--- src/rcpm_pkg.sv ---
// package: register map, field positions, reset values and modes of the reset cause block
package rcpm_pkg;
  // register byte addresses
  localparam logic [11:0] RCPM_PWR_CTRL_ADDR = 12'hf80;
  localparam logic [11:0] RCPM_CAUSE_ADDR = 12'hff0;
  localparam logic [11:0] RCPM_MODE_ADDR = 12'hf84;
  localparam int RCPM_ADDR_W = 12;
  // reset cause field positions
  localparam int RCPM_POR_BIT = 7;
  localparam int RCPM_SLEEP_BIT = 6;
  localparam int RCPM_WDOG_BIT = 5;
  localparam int RCPM_PIN_BIT = 4;
  // power control field positions and reset value
  localparam int RCPM_BOD_BIT = 4;
  localparam int RCPM_CMP_BIT = 1;
  localparam logic [7:0] RCPM_PWR_CTRL_RESET = 8'h88;
  localparam logic [7:0] RCPM_PWR_CTRL_MASK = 8'hff;
  // reset cause after power-on
  localparam logic [7:0] RCPM_CAUSE_POR_VALUE = 8'h80;
  // mode register layout: bit 1 deep sleep, bit 0 idle
  localparam int RCPM_MODE_SLEEP_BIT = 1;
  localparam int RCPM_MODE_IDLE_BIT = 0;
  // axi responses
  localparam logic [1:0] RCPM_RESP_OKAY = 2'b00;
  localparam logic [1:0] RCPM_RESP_SLVERR = 2'b10;
  // power modes
  typedef enum logic [1:0] {
    RCPM_RUN,
    RCPM_IDLE,
    RCPM_SLEEP
  } rcpm_mode_t;
endpackage : rcpm_pkg

--- src/rcpm_axil.sv ---
// axi4-lite slave front end producing one-cycle read and write strobes
`timescale 1ns/1ps
module rcpm_axil #(
  parameter int ADDR_W = 12
) (
  // clock and reset
  input wire logic core_clk,
  input wire logic rst_n,
  // write address and data
  input wire logic [ADDR_W-1:0] s_axi_awaddr,
  input wire logic s_axi_awvalid,
  output logic s_axi_awready,
  input wire logic [31:0] s_axi_wdata,
  input wire logic [3:0] s_axi_wstrb,
  input wire logic s_axi_wvalid,
  output logic s_axi_wready,
  // write response
  output logic [1:0] s_axi_bresp,
  output logic s_axi_bvalid,
  input wire logic s_axi_bready,
  // read address and data
  input wire logic [ADDR_W-1:0] s_axi_araddr,
  input wire logic s_axi_arvalid,
  output logic s_axi_arready,
  output logic [31:0] s_axi_rdata,
  output logic [1:0] s_axi_rresp,
  output logic s_axi_rvalid,
  input wire logic s_axi_rready,
  // register side
  output logic wr_stb,
  output logic [ADDR_W-1:0] wr_addr,
  output logic [7:0] wr_data,
  input wire logic wr_ok,
  output logic rd_stb,
  output logic [ADDR_W-1:0] rd_addr,
  input wire logic [7:0] rd_data,
  input wire logic rd_ok
);
  import rcpm_pkg::*;

  logic aw_held_reg;
  logic w_held_reg;
  logic [ADDR_W-1:0] awaddr_reg;
  logic [7:0] wdata_reg;
  logic bvalid_reg;
  logic [1:0] bresp_reg;
  logic rvalid_reg;
  logic [31:0] rdata_reg;
  logic [1:0] rresp_reg;

  // the register map needs the full package address width
  if (ADDR_W < RCPM_ADDR_W) begin : g_addr_w_check
    $error("address width too small for the register map");
  end

  // accept channels while no response is pending
  assign s_axi_awready = !aw_held_reg && !bvalid_reg;
  assign s_axi_wready = !w_held_reg && !bvalid_reg;
  assign s_axi_arready = !rvalid_reg;
  wire aw_fire = s_axi_awvalid && s_axi_awready;
  wire w_fire = s_axi_wvalid && s_axi_wready;
  wire aw_have = aw_held_reg || aw_fire;
  wire w_have = w_held_reg || w_fire;
  assign wr_stb = aw_have && w_have && !bvalid_reg;
  assign wr_addr = aw_held_reg ? awaddr_reg : s_axi_awaddr;
  assign wr_data = w_held_reg ? wdata_reg :
                   (s_axi_wstrb[0] ? s_axi_wdata[7:0] : 8'h00);
  assign rd_stb = s_axi_arvalid && s_axi_arready;
  assign rd_addr = s_axi_araddr;

  // write side holding and response
  always_ff @(posedge core_clk or negedge rst_n) begin
    if (!rst_n) begin
      aw_held_reg <= 1'b0;
      w_held_reg <= 1'b0;
      awaddr_reg <= '0;
      wdata_reg <= 8'h00;
      bvalid_reg <= 1'b0;
      bresp_reg <= 2'b00;
    end else if (wr_stb) begin
      aw_held_reg <= 1'b0;
      w_held_reg <= 1'b0;
      bvalid_reg <= 1'b1;
      bresp_reg <= wr_ok ? RCPM_RESP_OKAY : RCPM_RESP_SLVERR;
    end else begin
      if (aw_fire) begin
        aw_held_reg <= 1'b1;
        awaddr_reg <= s_axi_awaddr;
      end
      if (w_fire) begin
        w_held_reg <= 1'b1;
        wdata_reg <= s_axi_wstrb[0] ? s_axi_wdata[7:0] : 8'h00;
      end
      if (bvalid_reg && s_axi_bready) begin
        bvalid_reg <= 1'b0;
      end
    end
  end

  // read response, data registered
  always_ff @(posedge core_clk or negedge rst_n) begin
    if (!rst_n) begin
      rvalid_reg <= 1'b0;
      rdata_reg <= 32'h0000_0000;
      rresp_reg <= 2'b00;
    end else if (rd_stb) begin
      rvalid_reg <= 1'b1;
      rdata_reg <= {24'h00_0000, rd_data};
      rresp_reg <= rd_ok ? RCPM_RESP_OKAY : RCPM_RESP_SLVERR;
    end else if (rvalid_reg && s_axi_rready) begin
      rvalid_reg <= 1'b0;
    end
  end

  assign s_axi_bvalid = bvalid_reg;
  assign s_axi_bresp = bresp_reg;
  assign s_axi_rvalid = rvalid_reg;
  assign s_axi_rdata = rdata_reg;
  assign s_axi_rresp = rresp_reg;
endmodule : rcpm_axil

--- src/rcpm_sync.sv ---
// reset release synchroniser
`timescale 1ns/1ps
module rcpm_sync (
  // clock and raw reset
  input wire logic core_clk,
  input wire logic nrst,
  // released reset
  output logic rst_sync_n
);
  logic stage1_reg;
  logic stage2_reg;

  // two flops, asynchronous assert, synchronous release
  always_ff @(posedge core_clk or negedge nrst) begin
    if (!nrst) begin
      stage1_reg <= 1'b0;
      stage2_reg <= 1'b0;
    end else begin
      stage1_reg <= 1'b1;
      stage2_reg <= stage1_reg;
    end
  end

  assign rst_sync_n = stage2_reg;
endmodule : rcpm_sync

--- src/rcpm_top.sv ---
// reset cause recording, power modes and peripheral power control
// Function
// reading cause register clears top four flags
// cause reads and watchdog writes share address
// power-on flag: set by POR, cleared otherwise
// sleep flag: set on recovery, cleared otherwise
// watchdog recovery sets sleep and watchdog flags
// watchdog flag: set on timeout, cleared otherwise
// software reads cause before clearing watchdog interrupt
// pin flag: set by reset pin
// low four cause bits read zero
// debugger and debug-pin resets leave power-on only
// deep sleep stops oscillators, clock and processor
// deep sleep releases crystal pins to port
// brown-out runs in sleep only with keep-alive
// deep sleep exits only through recovery; here reset class events end it too
// idle stops processor, clocks keep running
// idle exits on interrupt, timeout or reset
// disable bits gate peripheral clock
// power control reset only by power-on
// brown-out disable bit honoured without keep-alive
// comparator disable bit
// software writes fixed values to reserved bits
// recovery re-selects precision oscillator
// cause event beats a same-cycle clearing read
`timescale 1ns/1ps
module rcpm_top (
  // clock and reset
  input wire logic core_clk,
  input wire logic nrst,

  // reset and recovery events, one-cycle pulses
  input wire logic por_event,
  input wire logic wdog_timeout,
  input wire logic pin_reset_event,
  input wire logic dbg_reset_event,
  input wire logic debug_wire_pin_reset,
  input wire logic pin_change_wake,

  // processor mode requests and wake sources
  input wire logic sleep_instr,
  input wire logic idle_instr,
  input wire logic irq_pending,
  input wire logic brownout_reset,

  // option bits and enables
  input wire logic brownout_keepalive_option,
  input wire logic wdog_enable,

  // axi4-lite write address and data
  input wire logic [rcpm_pkg::RCPM_ADDR_W-1:0] s_axi_awaddr,
  input wire logic s_axi_awvalid,
  output logic s_axi_awready,
  input wire logic [31:0] s_axi_wdata,
  input wire logic [3:0] s_axi_wstrb,
  input wire logic s_axi_wvalid,
  output logic s_axi_wready,

  // axi4-lite write response
  output logic [1:0] s_axi_bresp,
  output logic s_axi_bvalid,
  input wire logic s_axi_bready,

  // axi4-lite read
  input wire logic [rcpm_pkg::RCPM_ADDR_W-1:0] s_axi_araddr,
  input wire logic s_axi_arvalid,
  output logic s_axi_arready,
  output logic [31:0] s_axi_rdata,
  output logic [1:0] s_axi_rresp,
  output logic s_axi_rvalid,
  input wire logic s_axi_rready,

  // watchdog control write port
  output logic wdog_ctrl_wr,
  output logic [7:0] wdog_ctrl_data,

  // clock and power controls
  output logic main_osc_run,
  output logic sys_clk_run,
  output logic cpu_run,
  output logic wdog_osc_run,
  output logic periph_clk_run,
  output logic xtal_pins_to_port,
  output logic brownout_enable,
  output logic comparator_clk_en,
  output logic ipo_force_select,
  output logic cpu_reset_hold
);
  import rcpm_pkg::*;

  // released reset
  logic rst_n;

  // register side of the bus front end
  logic wr_stb;
  logic [RCPM_ADDR_W-1:0] wr_addr;
  logic [7:0] wr_data;
  logic rd_stb;
  logic [RCPM_ADDR_W-1:0] rd_addr;
  logic [7:0] rd_data;
  logic rd_ok;
  logic wr_ok;

  // reset cause flags, bits 7 to 4 of the status view
  logic [3:0] flags_reg;
  logic [3:0] flags_next;

  // power control register
  logic [7:0] pwr_ctrl_reg;
  logic [7:0] pwr_ctrl_next;

  // power mode and recovery pulse
  rcpm_mode_t mode_reg;
  rcpm_mode_t mode_next;
  logic recov_reg;

  // watchdog control write port
  logic wdog_ctrl_wr_reg;
  logic [7:0] wdog_ctrl_data_reg;

  // reset release; every register below resets on the released copy
  rcpm_sync u_sync (
    .core_clk(core_clk),
    .nrst(nrst),
    .rst_sync_n(rst_n)
  );

  // bus front end
  // one write and one read may be in flight at a time
  rcpm_axil #(
    .ADDR_W(RCPM_ADDR_W)
  ) u_axil (
    .core_clk(core_clk),
    .rst_n(rst_n),
    .s_axi_awaddr(s_axi_awaddr),
    .s_axi_awvalid(s_axi_awvalid),
    .s_axi_awready(s_axi_awready),
    .s_axi_wdata(s_axi_wdata),
    .s_axi_wstrb(s_axi_wstrb),
    .s_axi_wvalid(s_axi_wvalid),
    .s_axi_wready(s_axi_wready),
    .s_axi_bresp(s_axi_bresp),
    .s_axi_bvalid(s_axi_bvalid),
    .s_axi_bready(s_axi_bready),
    .s_axi_araddr(s_axi_araddr),
    .s_axi_arvalid(s_axi_arvalid),
    .s_axi_arready(s_axi_arready),
    .s_axi_rdata(s_axi_rdata),
    .s_axi_rresp(s_axi_rresp),
    .s_axi_rvalid(s_axi_rvalid),
    .s_axi_rready(s_axi_rready),
    .wr_stb(wr_stb),
    .wr_addr(wr_addr),
    .wr_data(wr_data),
    .wr_ok(wr_ok),
    .rd_stb(rd_stb),
    .rd_addr(rd_addr),
    .rd_data(rd_data),
    .rd_ok(rd_ok)
  );

  // register selection, shared by read and write decode
  function automatic logic sel_cause(input logic [RCPM_ADDR_W-1:0] a);
    sel_cause = a == RCPM_CAUSE_ADDR;
  endfunction : sel_cause

  function automatic logic sel_pwr(input logic [RCPM_ADDR_W-1:0] a);
    sel_pwr = a == RCPM_PWR_CTRL_ADDR;
  endfunction : sel_pwr

  function automatic logic sel_mode(input logic [RCPM_ADDR_W-1:0] a);
    sel_mode = a == RCPM_MODE_ADDR;
  endfunction : sel_mode

  // address decode; the cause address reads status and writes watchdog control
  // anything outside the map gets an error response
  wire rd_sel_cause = sel_cause(rd_addr);
  wire rd_cause = rd_stb && rd_sel_cause;
  wire rd_pwr = sel_pwr(rd_addr);
  wire rd_mode = sel_mode(rd_addr);
  wire wr_sel_cause = sel_cause(wr_addr);
  wire wr_sel_pwr = sel_pwr(wr_addr);
  wire wr_wdog = wr_stb && wr_sel_cause;
  wire wr_pwr = wr_stb && wr_sel_pwr;
  assign wr_ok = wr_sel_cause || wr_sel_pwr;
  assign rd_ok = rd_sel_cause || rd_pwr || rd_mode;

  // register views; reserved cause bits always read zero
  wire [7:0] cause_view = {flags_reg, 4'h0};
  wire [7:0] pwr_view = pwr_ctrl_reg;
  wire [7:0] mode_view = {6'h00, mode_reg == RCPM_SLEEP, mode_reg == RCPM_IDLE};

  // read mux; unmapped addresses read zero
  assign rd_data = rd_sel_cause ? cause_view :
                   rd_pwr ? pwr_view :
                   rd_mode ? mode_view : 8'h00;

  // event classification
  // the debug pin only resets the device while it sleeps
  // watchdog and pin-change events outside sleep are no recoveries
  // any sleep recovery also raises the recovery pulse
  wire in_sleep = mode_reg == RCPM_SLEEP;
  wire por_like = por_event || dbg_reset_event || (debug_wire_pin_reset && in_sleep);
  wire wdog_recov = wdog_timeout && in_sleep;
  wire pin_recov = pin_change_wake && in_sleep;
  wire sleep_recov = wdog_recov || pin_recov;

  // next cause flags; events applied after the read clear so they win
  // the read returns the old value at the accept edge, the clear lands on it
  // priority: power-on class, reset pin, watchdog recovery, pin recovery, watchdog
  always_comb begin
    flags_next = flags_reg;
    // a read clears all four flags
    if (rd_cause) begin
      flags_next = 4'h0;
    end
    // one event wins; lower priority events that cycle are dropped
    if (por_like) begin
      flags_next = 4'b1000;
    end else if (pin_reset_event) begin
      flags_next = 4'b0001;
    end else if (wdog_recov) begin
      flags_next = 4'b0110;
    end else if (pin_recov) begin
      flags_next = 4'b0100;
    end else if (wdog_timeout) begin
      flags_next = 4'b0010;
    end
  end

  // cause flags, power-on value at reset
  // nrst counts as a power-on, so the flags start as after one
  always_ff @(posedge core_clk or negedge rst_n) begin
    if (!rst_n) begin
      flags_reg <= RCPM_CAUSE_POR_VALUE[7:4];
    end else begin
      flags_reg <= flags_next;
    end
  end

  // power control: only por_event reinitialises it, not the other power-on class events
  // a write on the same edge as a power-on reload is lost, the reload wins
  always_comb begin
    pwr_ctrl_next = pwr_ctrl_reg;
    if (por_event) begin
      pwr_ctrl_next = RCPM_PWR_CTRL_RESET;
    end else if (wr_pwr) begin
      pwr_ctrl_next = wr_data & RCPM_PWR_CTRL_MASK;
    end
  end

  // power control register; other reset events leave it alone
  always_ff @(posedge core_clk or negedge rst_n) begin
    if (!rst_n) begin
      pwr_ctrl_reg <= RCPM_PWR_CTRL_RESET;
    end else begin
      pwr_ctrl_reg <= pwr_ctrl_next;
    end
  end

  // power mode sequencing
  // reset class events end idle and deep sleep alike
  wire any_reset = por_like || pin_reset_event || brownout_reset;
  // idle and sleep are entered only from run
  always_comb begin
    mode_next = mode_reg;
    unique case (mode_reg)
      RCPM_RUN: begin
        // sleep beats idle when both are requested together
        if (sleep_instr) begin
          mode_next = RCPM_SLEEP;
        end else if (idle_instr) begin
          mode_next = RCPM_IDLE;
        end
      end
      RCPM_IDLE: begin
        if (irq_pending || wdog_timeout || any_reset) begin
          mode_next = RCPM_RUN;
        end
      end
      RCPM_SLEEP: begin
        // interrupts alone do not end deep sleep
        if (sleep_recov || any_reset) begin
          mode_next = RCPM_RUN;
        end
      end
    endcase
  end

  // mode state and a recovery pulse one cycle after the wake
  always_ff @(posedge core_clk or negedge rst_n) begin
    if (!rst_n) begin
      mode_reg <= RCPM_RUN;
      recov_reg <= 1'b0;
    end else begin
      mode_reg <= mode_next;
      recov_reg <= sleep_recov;
    end
  end

  // watchdog control write strobe and data
  // pulse follows the accepted write by one cycle; data holds until the next one
  always_ff @(posedge core_clk or negedge rst_n) begin
    if (!rst_n) begin
      wdog_ctrl_wr_reg <= 1'b0;
      wdog_ctrl_data_reg <= 8'h00;
    end else begin
      wdog_ctrl_wr_reg <= wr_wdog;
      if (wr_wdog) begin
        wdog_ctrl_data_reg <= wr_data;
      end
    end
  end
  assign wdog_ctrl_wr = wdog_ctrl_wr_reg;
  assign wdog_ctrl_data = wdog_ctrl_data_reg;

  // clock and power outputs per mode
  wire sleeping = mode_reg == RCPM_SLEEP;

  // main oscillator and system clock stop only in deep sleep
  assign main_osc_run = !sleeping;
  assign sys_clk_run = !sleeping;

  // processor stops in idle and in deep sleep
  assign cpu_run = mode_reg == RCPM_RUN;

  // watchdog oscillator follows its enable in every mode
  assign wdog_osc_run = wdog_enable;

  // peripherals go idle in deep sleep, keep running in idle
  assign periph_clk_run = !sleeping;

  // crystal pins return to the port while asleep
  assign xtal_pins_to_port = sleeping;

  // keep-alive overrides both deep sleep and the disable bit
  assign brownout_enable = brownout_keepalive_option ||
                           (!sleeping && !pwr_ctrl_reg[RCPM_BOD_BIT]);

  // comparator clock gated by its disable bit
  assign comparator_clk_en = !pwr_ctrl_reg[RCPM_CMP_BIT];

  // recovery pulse: cpu held, precision oscillator reselected
  assign ipo_force_select = recov_reg;
  assign cpu_reset_hold = recov_reg;
endmodule : rcpm_top

--- config.mk ---
export PLATFORM = sky130hd
export DESIGN_NAME = rcpm_top
export DESIGN_NICKNAME = d
export VERILOG_FILES = /design/src/rcpm_pkg.sv /design/src/rcpm_axil.sv /design/src/rcpm_sync.sv /design/src/rcpm_top.sv
export SDC_FILE = /design/constraint.sdc
export NUM_CORES = 1
export LEC_CHECK = 0
export BUFFER_PORTS_ARGS = -buffer_cell sky130_fd_sc_hd__buf_4
export CAP_MARGIN = 15
export CORE_UTILIZATION = 40
export CTS_CLUSTER_SIZE = 8
export DETAILED_ROUTE_END_ITERATION = 8
export GPL_TIMING_DRIVEN = 0
export PLACE_DENSITY = 0.7
export SYNTH_ARGS = -nofsm -noshare
export SYNTH_HDL_FRONTEND = slang
export SYNTH_HIERARCHICAL = 1
export SYNTH_SLANG_ARGS = --single-unit
--- constraint.sdc ---
create_clock -name core_clk -period 3.8 [get_ports core_clk]
set_clock_uncertainty 0.1 [all_clocks]
set_input_delay 0 -clock core_clk [delete_from_list [all_inputs] [get_ports core_clk]]
set_output_delay 0 -clock core_clk [all_outputs]
set_load 0.01 [all_outputs]
# Word level (Yosys, flattened, before mapping)
# Cells that the tools add are included.
[word_totals]
ff_bits = 62
out_inout_bits = 60
elab_cells = 104
[op_classes]
eq_ne = 10
muxes = 29
bitwise = 1
n_reduce_logical = 47
[op_table]
columns = ["op", "count"]
rows = [
  ["== test 12 bit (second input constant)", 5],
  ["two-way mux 8 bit", 6],
  ["two-way mux 4 bit", 6],
  ["logical AND 1 bit", 16],
  ["logical OR 1 bit", 14],
  ["two-way mux 2 bit", 7],
  ["two-way mux 12 bit", 1],
  ["nonzero test 2 bit", 5],
  ["two-way mux 1 bit", 8],
  ["logical NOT 1 bit", 7],
  ["one-hot mux 2 bit (3 select lines)", 1],
  ["nonzero test 6 bit", 1],
  ["!= test 2 x 1 -> 1 bit (second input constant)", 2],
  ["AND reduction 2 bit", 2],
  ["!= test 3 bit (second input constant)", 1],
  ["AND reduction 3 bit", 1],
  ["== test 2 x 1 -> 1 bit (second input constant)", 1],
  ["== test 2 bit (second input constant)", 1],
  ["logical NOT 2 bit", 1],
  ["NOT 1 bit", 1],
]

# Depth between registers and ports, before layout
[logic_depth]
depth_word = 9
ltp_mapped = 9

# Modules after synthesis
# Netlist, hierarchy kept.
[by_module_without_submodules]
columns = ["module", "n_inst", "cells_per_inst", "area_each_um2"]
rows = [
  ["rcpm_axil", 1, 175, 1931.9],
  ["rcpm_top", 1, 122, 1276.2],
  ["rcpm_sync", 1, 3, 53.8],
]

# Worst setup path before layout
# Ideal clock, no wire load.
[synth_path]
path_type = "flip-flop to flip-flop"
from = "reg u_axil.aw_held_reg"
to = "reg wdog_ctrl_data_reg[0], in the netlist wdog_ctrl_data[0]"
arrival_time_ps = 2429
required_time_ps = 3575
slack_ps = 1147
path_stages_with_launch = 8
n_path_buf = 2
cell_sequence = "dfrtp_1 -> buf_2 -> buf_2 -> mux2_2 -> or4_1 -> or2_4 -> nor3_4 -> mux2_2"
[synth_via]
word_cells_on_any_way = 9
[synth_rtl]
columns = ["item", "line_no", "text"]
rows = [
  ["from (decl)", "rcpm_axil.sv:41", "logic aw_held_reg;"],
  ["from (signal assigned)", "rcpm_axil.sv:74", "aw_held_reg <= 1'b0;"],
  ["from (signal assigned)", "rcpm_axil.sv:81", "aw_held_reg <= 1'b0;"],
  ["from (signal assigned)", "rcpm_axil.sv:87", "aw_held_reg <= 1'b1;"],
  ["two-way mux 12 bit", "rcpm_axil.sv:65", "assign wr_addr = aw_held_reg ? awaddr_reg : s_axi_awaddr;"],
  ["via wr_addr[3]", "rcpm_top.sv:96", "logic [RCPM_ADDR_W-1:0] wr_addr;"],
  ["== test 12 bit", "rcpm_top.sv:164", "sel_cause = a == RCPM_CAUSE_ADDR;"],
  ["logical AND 1 bit", "rcpm_top.sv:183", "wire wr_wdog = wr_stb && wr_sel_cause;"],
  ["to (signal assigned)", "rcpm_top.sv:310", "wdog_ctrl_data_reg <= wr_data;"],
  ["to (decl)", "rcpm_top.sv:119", "logic [7:0] wdog_ctrl_data_reg;"],
]
# The timed path passes the listed nets, and every way through them passes these cells.
# A chain may end at the register's enable or synchronous reset.

# Final worst setup path
[layout_path]
from = "reg mode_reg[0]"
to = "reg mode_reg[1]"
[layout_via]
elab_chain_len = 8
word_cells_on_any_way = 17
[layout_lines]
columns = ["item", "line_no", "text"]
rows = [
  ["from (decl)", "rcpm_top.sv:113", "rcpm_mode_t mode_reg;"],
  ["from (signal assigned)", "rcpm_top.sv:296", "mode_reg <= mode_next;"],
  ["== test 2 bit", "rcpm_top.sv:202, rcpm_top.sv:267", ""],
  ["logical AND 1 bit", "rcpm_top.sv:203", "wire por_like = por_event || dbg_reset_event || (debug_wire_pin_reset && in_sleep);"],
  ["logical OR 1 bit", "rcpm_top.sv:203", ""],
  ["logical OR 1 bit (2 in series)", "rcpm_top.sv:263", "wire any_reset = por_like || pin_reset_event || brownout_reset;"],
  ["logical OR 1 bit (on tied branches)", "rcpm_top.sv:283, rcpm_top.sv:277", ""],
  ["!= test 2 x 1 -> 1 bit (no source line)", "-", ""],
  ["AND reduction 3 bit (no source line)", "-", ""],
]
# Several ways; a longest one is shown, not always the timed one.

==> flow_summary.toml <==
[die]
io_pins = 139
core-area_mm2 = 0.00781
dieArea_mm2 = 0.00852
die_x_um = 92.3
fp.dieH_um = 92.3
initial_core_util_pct = 41.8
core.rowCount = 32

[cells_and_area]
drive_above_1_share_pct = 40.3
multiInputGateArea_mm2 = 0.00139
final_area_mm2 = 0.00474
layout.cells.non_filler = 564
syn2layout_area_growth_pct = 45.4
seqCellArea_mm2 = 0.00151
antenna_cells = 0
largest_register_ffs = 12
fill_cells = 649
final_nets = 539
finish.utilization_pct = 60.8

[detailed_routing]
firstDrtPassIters = 4
route.antenna.remaining_nets = 0
wl_per_cell_um = 12.7
vias_per_cell = 4.53
drc = 0
routed_wl_mm = 7.18
vias = 2557
drt_iter0_markers = 73

[yosys]
syn_inst = 300
synthDistinctLibCells = 43
syn_area_mm2 = 0.00326
yosys.cell_count.top_type = "dfrtp_1"
synth_area_leaders = "dfrtp_1 44%, mux2_2 11%, buf_4 9.9%, mux2i_1 5.2%, mux2_4 4.1%"
synth_edf_count = 0
synth_top_cell_by_area = "dfrtp_1"
async_flop_share_pct = 100
ys_ff_latch = 60
synth.yosys.seq_area_share_pct = 46.1
synth_common_cells = "57 x dfrtp_1, 43 x buf_4, 31 x mux2_2"
avgSynthCellArea_um2 = 10.9
synth_flop_cell = "dfrtp_1"
ys_warn_count = 6
synth.top_cell.area_share_pct = 43.7

[critical_path]
startpoint = "mode_reg[0]"
cp_max_fo = 8
r2r-end = "mode_reg[1]"
r2r_start = "mode_reg[0]"
regToRegSetupSlack_ns = 0.78
arrival_ns = 3.20
worstSetupEndpoint = "mode_reg[1]"
reg2regPathDepth = 7
crit_type = "register to register"
worstPathRequired_ns = 3.98
cp-end-kind = "register"
worstSetupStartpointType = "register"

[clocking]
htreeDepth = 3
clockBufferDepth = 2
clkTransAtPathRegs_ns = 0.07
cts-buffers-inserted = 9
clock_latency_ns = 0.34
cts_setup_buffers = 0
root_buffer = "clkbuf_8"
cts_tree = "yes"
cts.sinks = 60

[power_and_ir_drop]
vdd_drop_max_v = 0.000352
power.density_mw_per_mm2 = 505
p_leak_nw = 2.39
finalPower_mw = 2.39

[sta]
hold_viol = 0
setup_ws_ns = 0.780
rsz0062_at_grt = "false"
period_share_pct = 79.5
tns_ns = 0
clock.fmax_mhz = 331
hold_slack_ns = 0.0106
worst_pin_slew_ns = 0.936
period_needed_ns = 3.02
finalMaxSlewViolations = 0
maxSlewHeadroom_pct = 36.0
setup_viol = 0

[global_routing]
grt_max_degree = 36
antenna_found_initial = 0
grt_pass1_wl_mm = 11.8
grt_overflow_total = 0
first_global_vias = 2502
grt_use_total_pct = 18.0

[place]
gp_congestion = 0.727
io_buffers = 71
dp.cells = 499
dp_slack_ns = 0.832
dpl.hpwl_mm = 4.97
dpl_cell_area_mm2 = 0.00404

[hold_path]
holdCritPathClass = "primary input to register"

[job]
max_cap_viol_count = 0

[run_status]
status = "completed"
==> routing by layer <==
metal  up-vias  share of wire [%]  track usage (%)  routed length [µm]
met5         -                  0                0                   0
met4         0                1.1             8.20                  81
met3         7                5.3             3.69                 379
met2        86                 48             29.6                3480
met1      1197                 45             22.6                3250
li1       1267                  -                -                   -
==> power breakdown <==
| group | total [mW] | internal [mW] | leakage [nW] | switching (mW) |
|---|---|---|---|---|
| Sequential | 0.878 | 0.788 | 0.770 | 0.0901 |
| Clock | 0.624 | 0.366 | 0.109 | 0.258 |
| Combinational | 0.892 | 0.491 | 1.51 | 0.401 |
==> layout by cell type (no fill, tap or decap), types with 3 or more instances in the layout <==
cell type | netlist | routed
clkbuf_1 | 3 | 3
o21ai_0 | 12 | 12
nand2b_1 | 4 | 4
dlygate4sd3_1 | 0 | 49
clkbuf_8 | 0 | 9
mux2_4 | 9 | 9
buf_4 | 43 | 114
clkinv_2 | 0 | 3
nor2b_1 | 3 | 3
a22o_1 | 4 | 4
dfstp_2 | 3 | 3
nand2_1 | 19 | 19
mux2_2 | 31 | 31
a21oi_1 | 6 | 6
ha_1 | 3 | 3
nor3_1 | 5 | 5
mux2i_1 | 17 | 17
nand4_1 | 3 | 3
nand3_1 | 4 | 4
conb_1 | 2 | 27
inv_1 | 19 | 19
nor2_1 | 21 | 21
dfrtp_1 | 57 | 56
buf_2 | 4 | 4
==> cell families after synthesis <==
family | synth area share [%]
simple gates | 12.0
buf+inv | 14.0
flops | 46.1
mux | 20.1
compound gates | 6.41
fa+ha+maj | 1.15
other cells | 0.230
==> how the worst min path moves through the flow <==
stage | depth (start not counted) | end | from
6_report | 4 | mode_reg[0] | idle_instr
5_1_grt | 4 | mode_reg[0] | idle_instr
4_1_cts | 4 | mode_reg[0] | idle_instr
3_5_place_dp | 1 | u_sync/stage1_reg | nrst
3_3_place_gp | 1 | u_sync/stage1_reg | nrst
2_1_floorplan | 0 | u_sync/rst_sync_n | nrst
==> worst max-delay path, stage by stage (launching register included) <==
cell and delay, ns:
dfrtp_1 0.38, inv_1 0.09, ha_1 0.30, a2111o_1 0.48, a2111oi_0 0.75, nor2_1 0.12
o2bb2ai_1 0.17, dlygate4sd3_1 0.56
==> what timing repair did <==
| item | CTS | global route |
|---|---|---|
| endpoints found under the hold margin | 35 | 0 |
| setup endpoints to repair | 0 | 0 |
| hold buffers | 49 | 0 |
| resized for setup | 0 | 0 |
==> cell type report <==
class / count / area share [%]
Tap cell: 102 / 2.69
Inverter: 19 / 1.50
Buffer: 52 / 8.12
Timing Repair Buffer: 121 / 22.0
Sequential cell: 60 / 31.8
Clock buffer: 9 / 2.61
Multi-Input combinational cell: 194 / 29.4
Clock inverter: 7 / 1.93
No activity file was read; power rests on OpenSTA's default activity.
